`config.mk`:
```
export PLATFORM = sky130hd
export DESIGN_NAME = nvsr_host
export DESIGN_NICKNAME = d
export VERILOG_FILES = /design/src/nvsr_pkg.sv /design/src/nvsr_bus_cycle.sv /design/src/nvsr_host.sv
export SDC_FILE = /design/constraint.sdc
export NUM_CORES = 1
export LEC_CHECK = 0
export BUFFER_PORTS_ARGS = -buffer_cell sky130_fd_sc_hd__buf_4
export CAP_MARGIN = 20
export CORE_UTILIZATION = 60
export DETAILED_ROUTE_END_ITERATION = 8
export PLACE_DENSITY = 0.85
export RECOVER_POWER = 50
export SLEW_MARGIN = 20
export SYNTH_ARGS = -nofsm -noshare
export SYNTH_HDL_FRONTEND = slang
export SYNTH_SLANG_ARGS = --single-unit
```
`constraint.sdc`:
```
create_clock -name CLK_SYS_IN -period 4.2 [get_ports CLK_SYS_IN]
set_clock_uncertainty 0.05 [all_clocks]
set_input_delay 0.42 -clock CLK_SYS_IN [delete_from_list [all_inputs] [get_ports CLK_SYS_IN]]
set_output_delay 0.42 -clock CLK_SYS_IN [all_outputs]
set_load 0.005 [all_outputs]
```
`src/nvsr_pkg.sv`:
```
// What this block does
// - write strobe stays high for reads and goes low for writes
// - six reads in a row, first five at 000, 555, 2aa, 7ff, 0f0
// - write strobe held high in all six steps, else no operation
// - every step is a read timed by chip select falling then rising
// - any other access inside the six reads aborts the sequence
package nvsr_pkg;
  localparam int CLK_PERIOD_NS = 25;
  localparam int NS_PER_US = 1000;
  localparam int NS_PER_MS = 1000000;
  // device busy times, in their own units
  localparam int NV_SAVE_TIME_MS = 10;
  localparam int NV_LOAD_TIME_US = 20;
  localparam int POWERUP_RECALL_TIME_US = 550;
  // the host must wait at least these, so round up
  localparam int NV_SAVE_CYCLES = (NV_SAVE_TIME_MS * NS_PER_MS + CLK_PERIOD_NS - 1) / CLK_PERIOD_NS;
  localparam int NV_LOAD_CYCLES = (NV_LOAD_TIME_US * NS_PER_US + CLK_PERIOD_NS - 1) / CLK_PERIOD_NS;
  localparam int POWERUP_RECALL_CYCLES = (POWERUP_RECALL_TIME_US * NS_PER_US + CLK_PERIOD_NS - 1) / CLK_PERIOD_NS;
  localparam int CNT_W = 20;
  localparam int ADDR_W = 11;
  localparam int DATA_W = 8;
  // chip select low time: covers access plus the two-stage input sync
  localparam int CS_LOW_CYCLES = 5;
  localparam logic [2:0] CS_LOW_LAST = 3'h4;
  localparam logic [2:0] SEQ_LAST_STEP = 3'h5;
  localparam logic [ADDR_W-1:0] SEQ_ADDR_0 = 11'h000;
  localparam logic [ADDR_W-1:0] SEQ_ADDR_1 = 11'h555;
  localparam logic [ADDR_W-1:0] SEQ_ADDR_2 = 11'h2aa;
  localparam logic [ADDR_W-1:0] SEQ_ADDR_3 = 11'h7ff;
  localparam logic [ADDR_W-1:0] SEQ_ADDR_4 = 11'h0f0;
  localparam logic [ADDR_W-1:0] SEQ_ADDR_SAVE = 11'h70f;
  localparam logic [ADDR_W-1:0] SEQ_ADDR_LOAD = 11'h70e;

  typedef enum logic [1:0] {NVSR_OP_READ, NVSR_OP_WRITE, NVSR_OP_SAVE, NVSR_OP_LOAD} nvsr_op_type;

  typedef struct packed {
    nvsr_op_type op;
    logic [ADDR_W-1:0] addr;
    logic [DATA_W-1:0] wdata;
  } nvsr_cmd_type;

  typedef struct packed {
    logic cs_n;
    logic ld_n;
    logic gate_n;
    logic [ADDR_W-1:0] addr;
    logic [DATA_W-1:0] io_bus_out;
    logic io_bus_oe;
  } nvsr_pins_type;

  // address of each step of the six-read sequence
  function automatic logic [ADDR_W-1:0] seq_addr(input logic [2:0] step, input logic is_save);
    logic [ADDR_W-1:0] a;
    a = SEQ_ADDR_0;
    case (step)
      3'h0: a = SEQ_ADDR_0;
      3'h1: a = SEQ_ADDR_1;
      3'h2: a = SEQ_ADDR_2;
      3'h3: a = SEQ_ADDR_3;
      3'h4: a = SEQ_ADDR_4;
      default: a = is_save ? SEQ_ADDR_SAVE : SEQ_ADDR_LOAD;
    endcase
    return a;
  endfunction : seq_addr
endpackage : nvsr_pkg

```
`src/nvsr_bus_cycle.sv`:
```
`timescale 1ns/1ps
// one chip-select-timed bus cycle: setup, strobe low, release
module nvsr_bus_cycle (
  input wire logic clk_in,
  input wire logic rst_b_in,
  input wire logic start_in,
  input wire logic write_in,
  input wire logic gate_in,
  input wire logic [nvsr_pkg::ADDR_W-1:0] addr_in,
  input wire logic [nvsr_pkg::DATA_W-1:0] wdata_in,
  input wire logic [nvsr_pkg::DATA_W-1:0] io_bus_in,
  output nvsr_pkg::nvsr_pins_type pins_out,
  output logic [nvsr_pkg::DATA_W-1:0] rdata_out,
  output logic done_out
);
  import nvsr_pkg::*;

  typedef enum logic [1:0] {C_IDLE, C_SETUP, C_STROBE, C_HOLD} nvsr_cyc_state_type;

  nvsr_cyc_state_type state;
  nvsr_cyc_state_type next_state;
  logic [2:0] low_cnt;
  logic [DATA_W-1:0] io_meta;
  logic [DATA_W-1:0] io_sync;
  wire strobe_end = (low_cnt == CS_LOW_LAST);

  // state decode
  always_comb begin
    case (state)
      C_IDLE: next_state = start_in ? C_SETUP : C_IDLE;
      C_SETUP: next_state = C_STROBE;
      C_STROBE: next_state = strobe_end ? C_HOLD : C_STROBE;
      C_HOLD: next_state = C_IDLE;
      default: next_state = C_IDLE;
    endcase
  end

  // read data crosses in from the pins through two stages
  always_ff @(posedge clk_in) begin
    io_meta <= io_bus_in;
    io_sync <= io_meta;
  end

  always_ff @(posedge clk_in) begin
    if (!rst_b_in) begin
      state <= C_IDLE;
    end else begin
      state <= next_state;
    end
  end

  // pin drive; write strobe set a full cycle before chip select falls
  always_ff @(posedge clk_in) begin
    if (!rst_b_in) begin
      pins_out <= '{cs_n: 1'b1, ld_n: 1'b1, gate_n: 1'b1, addr: '0, io_bus_out: '0, io_bus_oe: 1'b0};
      low_cnt <= 3'h0;
      rdata_out <= '0;
      done_out <= 1'b0;
    end else begin
      done_out <= 1'b0;
      case (state)
        C_IDLE: begin
          if (start_in) begin
            pins_out.addr <= addr_in;
            pins_out.ld_n <= ~write_in;
            pins_out.gate_n <= ~(gate_in & ~write_in);
            pins_out.io_bus_out <= wdata_in;
            pins_out.io_bus_oe <= write_in;
          end
        end
        C_SETUP: begin
          pins_out.cs_n <= 1'b0;
          low_cnt <= 3'h0;
        end
        C_STROBE: begin
          low_cnt <= low_cnt + 3'h1;
          if (strobe_end) begin
            pins_out.cs_n <= 1'b1;
            rdata_out <= io_sync;
          end
        end
        C_HOLD: begin
          // address and data held one cycle past the select rise
          pins_out.ld_n <= 1'b1;
          pins_out.gate_n <= 1'b1;
          pins_out.io_bus_oe <= 1'b0;
          done_out <= 1'b1;
        end
        default: begin
          pins_out.cs_n <= 1'b1;
        end
      endcase
    end
  end
endmodule : nvsr_bus_cycle

```
`src/nvsr_host.sv`:
```
`timescale 1ns/1ps
// host-side controller for the shadowed static ram
module nvsr_host #(
  parameter int BOOT_WAIT_CYCLES = nvsr_pkg::POWERUP_RECALL_CYCLES,
  parameter int SAVE_WAIT_CYCLES = nvsr_pkg::NV_SAVE_CYCLES
) (
  input wire logic CLK_SYS_IN,
  input wire logic RST_B_IN,
  input wire logic CMD_VALID_IN,
  input wire nvsr_pkg::nvsr_cmd_type CMD_IN,
  input wire logic [nvsr_pkg::DATA_W-1:0] IO_BUS_IN,
  output logic CMD_READY_OUT,
  output logic RSP_VALID_OUT,
  output logic [nvsr_pkg::DATA_W-1:0] RSP_DATA_OUT,
  output logic BUSY_OUT,
  output nvsr_pkg::nvsr_pins_type PINS_OUT
);
  import nvsr_pkg::*;

  typedef enum logic [2:0] {S_BOOT, S_IDLE, S_ACC, S_SEQ, S_WAIT} nvsr_state_type;

  nvsr_state_type state;
  nvsr_state_type next_state;
  logic [CNT_W-1:0] wait_cnt;
  logic [2:0] seq_step;
  logic cur_save;
  logic cur_write;
  logic cur_gate;
  logic [ADDR_W-1:0] cur_addr;
  logic [DATA_W-1:0] cur_wdata;
  logic cyc_start;
  logic cyc_done;
  logic [DATA_W-1:0] cyc_rdata;

  // command and sequence decode
  wire accept = (state == S_IDLE) && CMD_VALID_IN && CMD_READY_OUT;
  wire cmd_nv = (CMD_IN.op == NVSR_OP_SAVE) || (CMD_IN.op == NVSR_OP_LOAD);
  wire seq_last = (seq_step == SEQ_LAST_STEP);
  wire seq_next = (state == S_SEQ) && cyc_done && !seq_last;
  wire wait_end = (wait_cnt == {{(CNT_W-1){1'b0}}, 1'b1});
  wire next_launch = accept || seq_next;
  wire [2:0] launch_step = accept ? 3'h0 : seq_step + 3'h1;
  wire launch_save = accept ? (CMD_IN.op == NVSR_OP_SAVE) : cur_save;
  wire [CNT_W-1:0] nv_wait = cur_save ? CNT_W'(SAVE_WAIT_CYCLES) : CNT_W'(NV_LOAD_CYCLES);

  // top-level control flow
  always_comb begin
    case (state)
      S_BOOT: next_state = wait_end ? S_IDLE : S_BOOT;
      S_IDLE: next_state = accept ? (cmd_nv ? S_SEQ : S_ACC) : S_IDLE;
      S_ACC: next_state = cyc_done ? S_IDLE : S_ACC;
      S_SEQ: next_state = (cyc_done && seq_last) ? S_WAIT : S_SEQ;
      S_WAIT: next_state = wait_end ? S_IDLE : S_WAIT;
      default: next_state = S_IDLE;
    endcase
  end

  always_ff @(posedge CLK_SYS_IN) begin
    if (!RST_B_IN) begin
      state <= S_BOOT;
    end else begin
      state <= next_state;
    end
  end

  // wait timer: device may still be loading after power-up, or busy after a trigger
  always_ff @(posedge CLK_SYS_IN) begin
    if (!RST_B_IN) begin
      wait_cnt <= CNT_W'(BOOT_WAIT_CYCLES);
    end else if (state == S_SEQ && cyc_done && seq_last) begin
      wait_cnt <= nv_wait;
    end else if ((state == S_BOOT || state == S_WAIT) && !wait_end) begin
      wait_cnt <= wait_cnt - {{(CNT_W-1){1'b0}}, 1'b1};
    end
  end

  // cycle request: one access, or the next step of the six reads
  always_ff @(posedge CLK_SYS_IN) begin
    if (!RST_B_IN) begin
      cyc_start <= 1'b0;
      seq_step <= 3'h0;
      cur_save <= 1'b0;
      cur_write <= 1'b0;
      cur_gate <= 1'b0;
      cur_addr <= '0;
      cur_wdata <= '0;
    end else begin
      cyc_start <= next_launch;
      if (accept && !cmd_nv) begin
        cur_write <= (CMD_IN.op == NVSR_OP_WRITE);
        cur_gate <= 1'b1;
        cur_addr <= CMD_IN.addr;
        cur_wdata <= CMD_IN.wdata;
      end else if (next_launch) begin
        seq_step <= launch_step;
        cur_save <= launch_save;
        cur_write <= 1'b0;
        // the trigger read returns nothing, so the gate stays shut
        cur_gate <= (launch_step != SEQ_LAST_STEP);
        cur_addr <= seq_addr(launch_step, launch_save);
      end
    end
  end

  // user answer; the command port stays closed through the sequence
  always_ff @(posedge CLK_SYS_IN) begin
    if (!RST_B_IN) begin
      CMD_READY_OUT <= 1'b0;
      BUSY_OUT <= 1'b1;
      RSP_VALID_OUT <= 1'b0;
      RSP_DATA_OUT <= '0;
    end else begin
      CMD_READY_OUT <= (next_state == S_IDLE) && !accept;
      BUSY_OUT <= (next_state != S_IDLE);
      RSP_VALID_OUT <= (state == S_ACC && cyc_done) || (state == S_WAIT && wait_end);
      if (state == S_ACC && cyc_done) begin
        RSP_DATA_OUT <= cur_write ? cur_wdata : cyc_rdata;
      end
    end
  end

  nvsr_bus_cycle u_cycle (
    .clk_in(CLK_SYS_IN),
    .rst_b_in(RST_B_IN),
    .start_in(cyc_start),
    .write_in(cur_write),
    .gate_in(cur_gate),
    .addr_in(cur_addr),
    .wdata_in(cur_wdata),
    .io_bus_in(IO_BUS_IN),
    .pins_out(PINS_OUT),
    .rdata_out(cyc_rdata),
    .done_out(cyc_done)
  );

  // checks on the pins the host drives
  a_read_strobe_high: assert property (@(posedge CLK_SYS_IN) disable iff (!RST_B_IN)
    (state == S_ACC && !cur_write && !PINS_OUT.cs_n) |-> PINS_OUT.ld_n)
    else $error("write strobe low during a read");
  a_write_strobe_low: assert property (@(posedge CLK_SYS_IN) disable iff (!RST_B_IN)
    ($fell(PINS_OUT.cs_n) && state == S_ACC && cur_write) |-> !$past(PINS_OUT.ld_n) && PINS_OUT.io_bus_oe)
    else $error("write strobe not set before select fell");
  a_seq_addr_order: assert property (@(posedge CLK_SYS_IN) disable iff (!RST_B_IN)
    ($fell(PINS_OUT.cs_n) && state == S_SEQ) |-> PINS_OUT.addr == seq_addr(seq_step, cur_save))
    else $error("sequence step at wrong address");
  a_seq_strobe_high: assert property (@(posedge CLK_SYS_IN) disable iff (!RST_B_IN)
    (state == S_SEQ) |-> PINS_OUT.ld_n && !PINS_OUT.io_bus_oe)
    else $error("write strobe or data drive inside sequence");
  a_seq_cs_pulse: assert property (@(posedge CLK_SYS_IN) disable iff (!RST_B_IN)
    ($fell(PINS_OUT.cs_n) && state == S_SEQ) |-> !PINS_OUT.cs_n [*5] ##1 PINS_OUT.cs_n)
    else $error("sequence select pulse has wrong length");
  a_seq_no_intrude: assert property (@(posedge CLK_SYS_IN) disable iff (!RST_B_IN)
    (state == S_SEQ) |-> !CMD_READY_OUT ##1 (state == S_SEQ || state == S_WAIT))
    else $error("access can intrude on sequence");
  a_trigger_gate_shut: assert property (@(posedge CLK_SYS_IN) disable iff (!RST_B_IN)
    (state == S_SEQ && seq_last && !PINS_OUT.cs_n) |-> PINS_OUT.gate_n)
    else $error("output gate open on trigger read");
  // helper count of cycles spent waiting, kept apart from the wait timer it checks
  logic [CNT_W-1:0] wait_len;
  always_ff @(posedge CLK_SYS_IN) begin
    if (!RST_B_IN || state != S_WAIT) begin
      wait_len <= '0;
    end else begin
      wait_len <= wait_len + {{(CNT_W-1){1'b0}}, 1'b1};
    end
  end
  a_nv_wait_length: assert property (@(posedge CLK_SYS_IN) disable iff (!RST_B_IN)
    (state == S_WAIT && wait_end && !cur_save) |-> wait_len == CNT_W'(NV_LOAD_CYCLES - 1) ##1 RSP_VALID_OUT)
    else $error("load wait has wrong length");
  a_boot_closed: assert property (@(posedge CLK_SYS_IN) disable iff (!RST_B_IN)
    (state == S_BOOT) |-> BUSY_OUT && !CMD_READY_OUT && PINS_OUT.cs_n)
    else $error("bus used during power-up load");
  c_save_done: cover property (@(posedge CLK_SYS_IN) disable iff (!RST_B_IN)
    (state == S_WAIT && cur_save && wait_end));
  c_load_done: cover property (@(posedge CLK_SYS_IN) disable iff (!RST_B_IN)
    (state == S_WAIT && !cur_save && wait_end));
  c_read_done: cover property (@(posedge CLK_SYS_IN) disable iff (!RST_B_IN)
    (state == S_ACC && cyc_done && !cur_write));
  c_write_done: cover property (@(posedge CLK_SYS_IN) disable iff (!RST_B_IN)
    (state == S_ACC && cyc_done && cur_write));
endmodule : nvsr_host

```
==> summary.txt, run 1 <==
Synth
  • Xor/xnor share of the synthesized area: 2.968%
  • Compound-Gate Fraction of Synth Area: 15.29%
  • Syn_area_per_cell: 8.714 um2
  • Syn Std Cell Area: 4427 um2
  • Yosys warning count: 0
  • Simple-gate share of the synthesized area: 22.56%
  • Register area share after synthesis: 51.10%
  • Post-Syn Nets: 550
  • Largest family of logic cells by synthesized area: simple AND/OR/NAND/NOR gates
  • Synth unique cells: 52
  • Yosys reg bits: 113
  • Cell count after synthesis: 508
  • Post-synthesis mux area share: 2.035%
  • Adder-Cell Fraction of Synth Area: 2.826%

Route
  • Routed Antenna Nets: 0
  • Routed WL: 10.56 mm
  • Via Count: 3927
  • DR vias/cell: 5.733
  • WL per Instance: 15.41 um
  • Drt initial violations: 265
  • First drt pass iteration count: 5
  • # DRC: 0

STA
  • Total negative slack: 0 ns
  • Final Hold Viols: 0
  • Slew Viols, Final: 63
  • Setup violators final: 0
  • Slew margin rel.: -28.53%
  • Worst slew pin tran: 1.926 ns
  • Period minus WS final: 2.188 ns
  • Final period util: 52.10%
  • RSZ-0062 raised after global routing: no
  • Fmax: 457.0 MHz

Die
  • DIE HEIGHT: 87.90 um
  • Die width: 87.90 um
  • Row count: 30
  • Core area: 6944 um2
  • Number of I/O pins: 66
  • Starting Density: 63.75%
  • Die ar.: 7726 um2

Clocking
  • Clock transition at path regs: 0.06 ns
  • Hold Buf Count CTS: 8
  • H-tree depth: 4
  • Clk_lat worst skew: 0.52 ns
  • CTS root buffer: clkbuf_8
  • Max clock buf depth: 2
  • Num CTS Buffers: 17
  • Post-CTS Setup Bufs: 0
  • CTS-repair resized insts: 0
  • CTS tree: yes
  • Clock tree sinks: 113

Setup path
  • Critical Path End Type: register
  • Cells on worst reg2reg path: 7
  • CP Max Fanout: 62
  • Nature of the critical path startpoint: primary input
  • Critical path type: in -> reg
  • Crit path DAT: 2.55 ns
  • Critical path required time: 4.56 ns
  • R2r setup slk: 2.12 ns

Power
  • Pwr Density: 470.9 nW/um2
  • Design Power: 2.647 mW
  • VDD IR-drop max: 0.0004162 V
  • Comb power frac: 3.2%
  • Int Pwr: 2.062 mW
  • Switching Share: 22.10%
  • Leakage: 2.044 nW
  • Clock power frac: 55.0%
  • Reg power frac: 41.8%
  • Psw: 0.5849 mW

Global routing
  • Antenna violations before repair: 0
  • Vias in the first global route: 3644
  • GRT overflow: 0
  • Pin count of the biggest net entering global routing: 63
  • Tot GR Track Use: 29.20%
  • First-pass GRT wire length: 17.04 mm

Worst hold path
  • Worst hold-check path type: in -> reg
  • Hold Crit Depth: 2

Finish
  • Post-route insts no fill: 685
  • Synth-to-Final Area Change: 26.99%
  • Register area: 2262 um2
  • Filler instances: 455
  • ANT cells: 0
  • Multi-input logic area: 2024 um2
  • Most frequent cells in the layout: 113 x dfxtp_1, 93 x nand2_1, 59 x a21oi_1
  • Share of cells above drive strength 1: 17.83%
  • Core Util, Final: 80.96%
  • Commonest non-fill, non-tap cell in the layout: dfxtp_1
  • Fin nets: 618
  • Fin area: 5622 um2

Outcome
  • Outcome: finished with violations
  • Violated checks: max-capacitance violations, max-slew violations

Placement
  • DP Area: 4945 um2
  • Half-perimeter wire length after placement: 6.746 mm
  • Port buffer count: 65
  • GP Congestion: 0.8996
  • Placed Cells: 645

Run
  • Max-Cap Viols: 1
stage by stage:
| stage | hold slack [ns] | worst slack [ns] |
|---|---|---|
| 3_5_place_dp | 0.2621 | 2.179 |
| 5_1_grt | 0.06937 | 1.834 |
| 2_1_floorplan | 0.2596 | 2.380 |
| 6_report | 0.07873 | 2.012 |
| 3_3_place_gp | 0.2595 | 2.222 |
| 4_1_cts | 0.05929 | 2.031 |
sequential cells by signal, summed over array words and instances, names as in the netlist, 2 cells and up:
signal,cells
u_cycle.pins_out,23
cur_addr,11
RSP_DATA_OUT,8
u_cycle.low_cnt,3
u_cycle.io_meta,8
u_cycle.rdata_out,8
wait_cnt,20
seq_step,3
u_cycle.state,2
cur_wdata,8
u_cycle.io_sync,8
state,3
Yosys cell counts (all sizes together):
cell	count	area (um2)
a211oi	10	75.07
a21oi	60	304.0
a221oi	3	26.28
a2bb2oi	1	8.760
a311oi	2	17.52
a31oi	1	6.260
a32oi	1	8.760
and2	5	31.28
and2b	1	7.510
and3	4	25.02
and4	2	17.52
buf	4	18.76
clkbuf	21	78.83
dfxtp	113	2262
ha	10	125.1
inv	12	45.04
mux2i	9	90.09
nand2	93	349.1
nand2b	5	31.28
nand3	15	75.07
nand4	8	50.05
nand4b	1	8.760
nor2	43	163.9
nor2b	2	12.51
nor3	7	40.04
nor3b	3	27.52
nor4	7	73.82
nor4b	2	32.53
o211ai	3	22.52
o21a	1	7.510
o21ai	33	165.2
o311a	1	10.01
o311ai	1	8.760
o31a	1	8.760
o31ai	1	7.510
or2	2	12.52
or3	2	13.77
or4	3	26.27
xnor2	10	87.58
xor2	5	43.79
per-layer routing:
metal	vias up	share of wire (%)	wire [um]	GRT usage, %
li1	1902	-	-	-
met1	1852	41	4348	34.36
met2	151	51	5352	50.18
met3	22	6.2	650	8.483
met4	0	2.0	206	11.33
met5	-	0	0	0
final timing paths:
path | from | end
min | CMD_IN[19] | cur_save
max | RST_B_IN | CMD_READY_OUT
min reg2reg | u_cycle.io_meta[7] | u_cycle.io_sync[7]
max reg2reg | wait_cnt[1] | wait_cnt[9]
worst max-delay path: stages:
cell      delay, ns
buf_4          0.21
inv_1          1.40
a221oi_1       0.21
and2_1         0.28
cell families after synthesis:
logic type | count (synthesis)
AOI/OAI and AO/OA | 119
xor gates and xnor gates | 15
adders and majority gates | 10
buffers and inverters | 37
DFF | 113
muxes | 9
and+or+nand+nor | 205
power by group through the flow:
stage	Combinational [mW]	Clock [mW]	Sequential, mW
after floorplan	0.0446	0	1.13
after global placement	0.0748	0	1.13
after detailed placement	0.0770	0	1.13
after CTS	0.0842	1.46	1.11
after global routing	0.0919	1.52	1.11
final	0.0844	1.46	1.11
layout make-up:
| cell class | count | area share (%) |
|---|---|---|
| Timing Repair Buffer | 74 | 10.04 |
| Clock inverter | 13 | 3.094 |
| Multi-Input combinational cell | 358 | 36.01 |
| Clock buffer | 19 | 7.679 |
| Sequential cell | 113 | 40.24 |
| Tap cell | 96 | 2.137 |
| Inverter | 12 | 0.8012 |
Power figures use the tool's default switching activity.
==> run 2, diff against run 1 <==
--- a/config.mk
+++ b/config.mk
@@ -7,9 +7,9 @@
 export LEC_CHECK = 0
 export BUFFER_PORTS_ARGS = -buffer_cell sky130_fd_sc_hd__buf_4
 export CAP_MARGIN = 20
-export CORE_UTILIZATION = 60
+export CORE_UTILIZATION = 56
 export DETAILED_ROUTE_END_ITERATION = 8
-export PLACE_DENSITY = 0.85
+export PLACE_DENSITY = 0.81
 export RECOVER_POWER = 50
 export SLEW_MARGIN = 20
 export SYNTH_ARGS = -nofsm -noshare
==> constraint.sdc (replaced) <==
create_clock -name CLK_SYS_IN -period 2.2 [get_ports CLK_SYS_IN]
set_clock_uncertainty 0.05 [all_clocks]
set_input_delay 0.22 -clock CLK_SYS_IN [delete_from_list [all_inputs] [get_ports CLK_SYS_IN]]
set_output_delay 0.22 -clock CLK_SYS_IN [all_outputs]
set_load 0.005 [all_outputs]
==> summary.txt, run 2 (same netlist as run 1, synthesis figures left out) <==
Outcome
  • Outcome: complete, no violations

Finish
  • Biggest register: u_cycle.pins_out
  • ANT cells: 0
  • Fin nets: 654
  • Top Registers: u_cycle.pins_out (23), wait_cnt (20), cur_addr (11)
  • Most frequent cells in the layout: 112 x dfxtp_1, 93 x nand2_1, 59 x a21oi_1
  • Commonest non-fill, non-tap cell in the layout: dfxtp_1
  • Max FFs per register: 23
  • Share of cells above drive strength 1: 19.23%
  • Synth-to-Final Area Change: 34.45%

Worst hold path
  • Worst hold-check path type: reg -> reg
  • Hold Crit Depth: 0
  • Hold EP: u_cycle.io_sync[1]
  • HP Start: u_cycle.io_meta[1]

Setup path
  • Crit path DAT: 2.33 ns
  • CP Max Fanout: 30
  • Critical path required time: 2.50 ns
  • Cells on worst reg2reg path: 7
  • Critical path type: in -> reg
  • Critical Path End Type: register
  • R2r setup slk: 0.19 ns
  • Critical R2R Capture: wait_cnt[11]
  • FF-to-FF Start: wait_cnt[1]
  • Nature of the critical path startpoint: primary input

Route
  • DR vias/cell: 5.682
  • Routed Antenna Nets: 0
  • Drt initial violations: 213
  • Via Count: 4125
  • First drt pass iteration count: 6
  • # DRC: 0
  • Routed WL: 11.33 mm
  • WL per Instance: 15.61 um

STA
  • Setup violators final: 0
  • Final period util: 91.97%
  • Period minus WS final: 2.023 ns
  • Fmax: 494.2 MHz
  • Final hold slack: 0.2742 ns
  • Total negative slack: 0 ns
  • RSZ-0062 raised after global routing: no
  • Slew margin rel.: 33.26%
  • Worst slew pin tran: 1.001 ns
  • Slew Viols, Final: 0
  • Final Hold Viols: 0

Clocking
  • H-tree depth: 4
  • Num CTS Buffers: 17
  • CTS tree: yes
  • CTS root buffer: clkbuf_8
  • Clock transition at path regs: 0.06 ns
  • Max clock buf depth: 2
  • Clk_lat worst skew: 0.52 ns
  • Clock tree sinks: 113

Die
  • Number of I/O pins: 66
  • Starting Density: 57.58%
  • Row count: 32
  • Die ar.: 8265 um2
  • DIE HEIGHT: 90.91 um
  • Die width: 90.91 um
  • Core area: 7687 um2

Global routing
  • Pin count of the biggest net entering global routing: 31
  • GRT overflow: 0
  • Antenna violations before repair: 0
  • Tot GR Track Use: 28.25%
  • Vias in the first global route: 3959
  • First-pass GRT wire length: 18.21 mm

Power
  • Design Power: 5.032 mW
  • VDD IR-drop max: 0.0006485 V
  • Pwr Density: 845.5 nW/um2
  • Leakage: 2.203 nW

Run
  • Max-Cap Viols: 0

Placement
  • Half-perimeter wire length after placement: 6.777 mm
  • Port buffer count: 65
  • GP Congestion: 0.8603
-- run 2: cell count changes in the layout (fill, tap and decap cells not counted), sizes merged --
cell and delta:
buf +12, clkinvlp +1, clkbuf +3, clkinv +1
dlygate4sd3 +23, inv -5
-- run 2: stage by stage --
stage               instances  instance area [um2]  util (%)  worst slack (ns)
floorplan                 508                 4427         -            0.3802
global placement          663                 5042     65.59            0.2544
detailed placement        663                 5042     65.59            0.1823
CTS                       725                 5937     77.23           0.03765
global route              726                 5952     77.43           0.07335
finish                    726                 5952     77.43            0.1767
-- run 2: power by group --
part	internal (mW)	total [mW]	leakage, nW	switching, mW
combinational	0.115	0.205	1.01	0.0899
clock	1.77	2.72	0.276	0.946
sequential	2.08	2.11	0.918	0.0291
-- run 2: metal layers --
layer | up-vias | track usage, % | share of wire, %
met5 | - | 0 | 0
met4 | 0 | 13.23 | 2.9
met3 | 39 | 6.650 | 6.6
met2 | 183 | 49.43 | 51
met1 | 1932 | 32.43 | 40
li1 | 1971 | - | -
-- run 2: area by class of cell --
cell class                 count  area [um2]
inverter                      12       45.04
tap                          102       127.6
timing repair buffer         110       892.1
clock inverter                10       135.1
sequential                   113        2263
clock buffer                  21       449.2
multi-input combinational    358        2039
fill                         503        1735
-- run 2: worst max-delay path: stages --
cell	delay, ns
dlygate4sd3_1	0.54
buf_4	0.24
inv_2	0.38
clkbuf_1	0.80
a211oi_1	0.14
-- run 2: worst max path at each step --
stage                       startpoint              end  slack, ns  cells after the start
after global routing          state[0]         cur_save       0.07                      6
after detailed placement  wait_cnt[13]     wait_cnt[17]       0.18                      5
after global placement     wait_cnt[1]      wait_cnt[0]       0.25                      7
after floorplan           wait_cnt[13]     wait_cnt[14]       0.38                      5
final                         RST_B_IN  RSP_DATA_OUT[3]       0.18                      5
after CTS                  wait_cnt[1]         state[0]       0.04                      7
-- run 2: timing repair --
| item | in CTS | in global routing |
|---|---|---|
| buffers inserted | 0 | 1 |
| hold endpoints to repair | 31 | 0 |
| hold buffers | 31 | 0 |
| setup endpoints to repair | 0 | 15 |
| resized for setup | 0 | 4 |
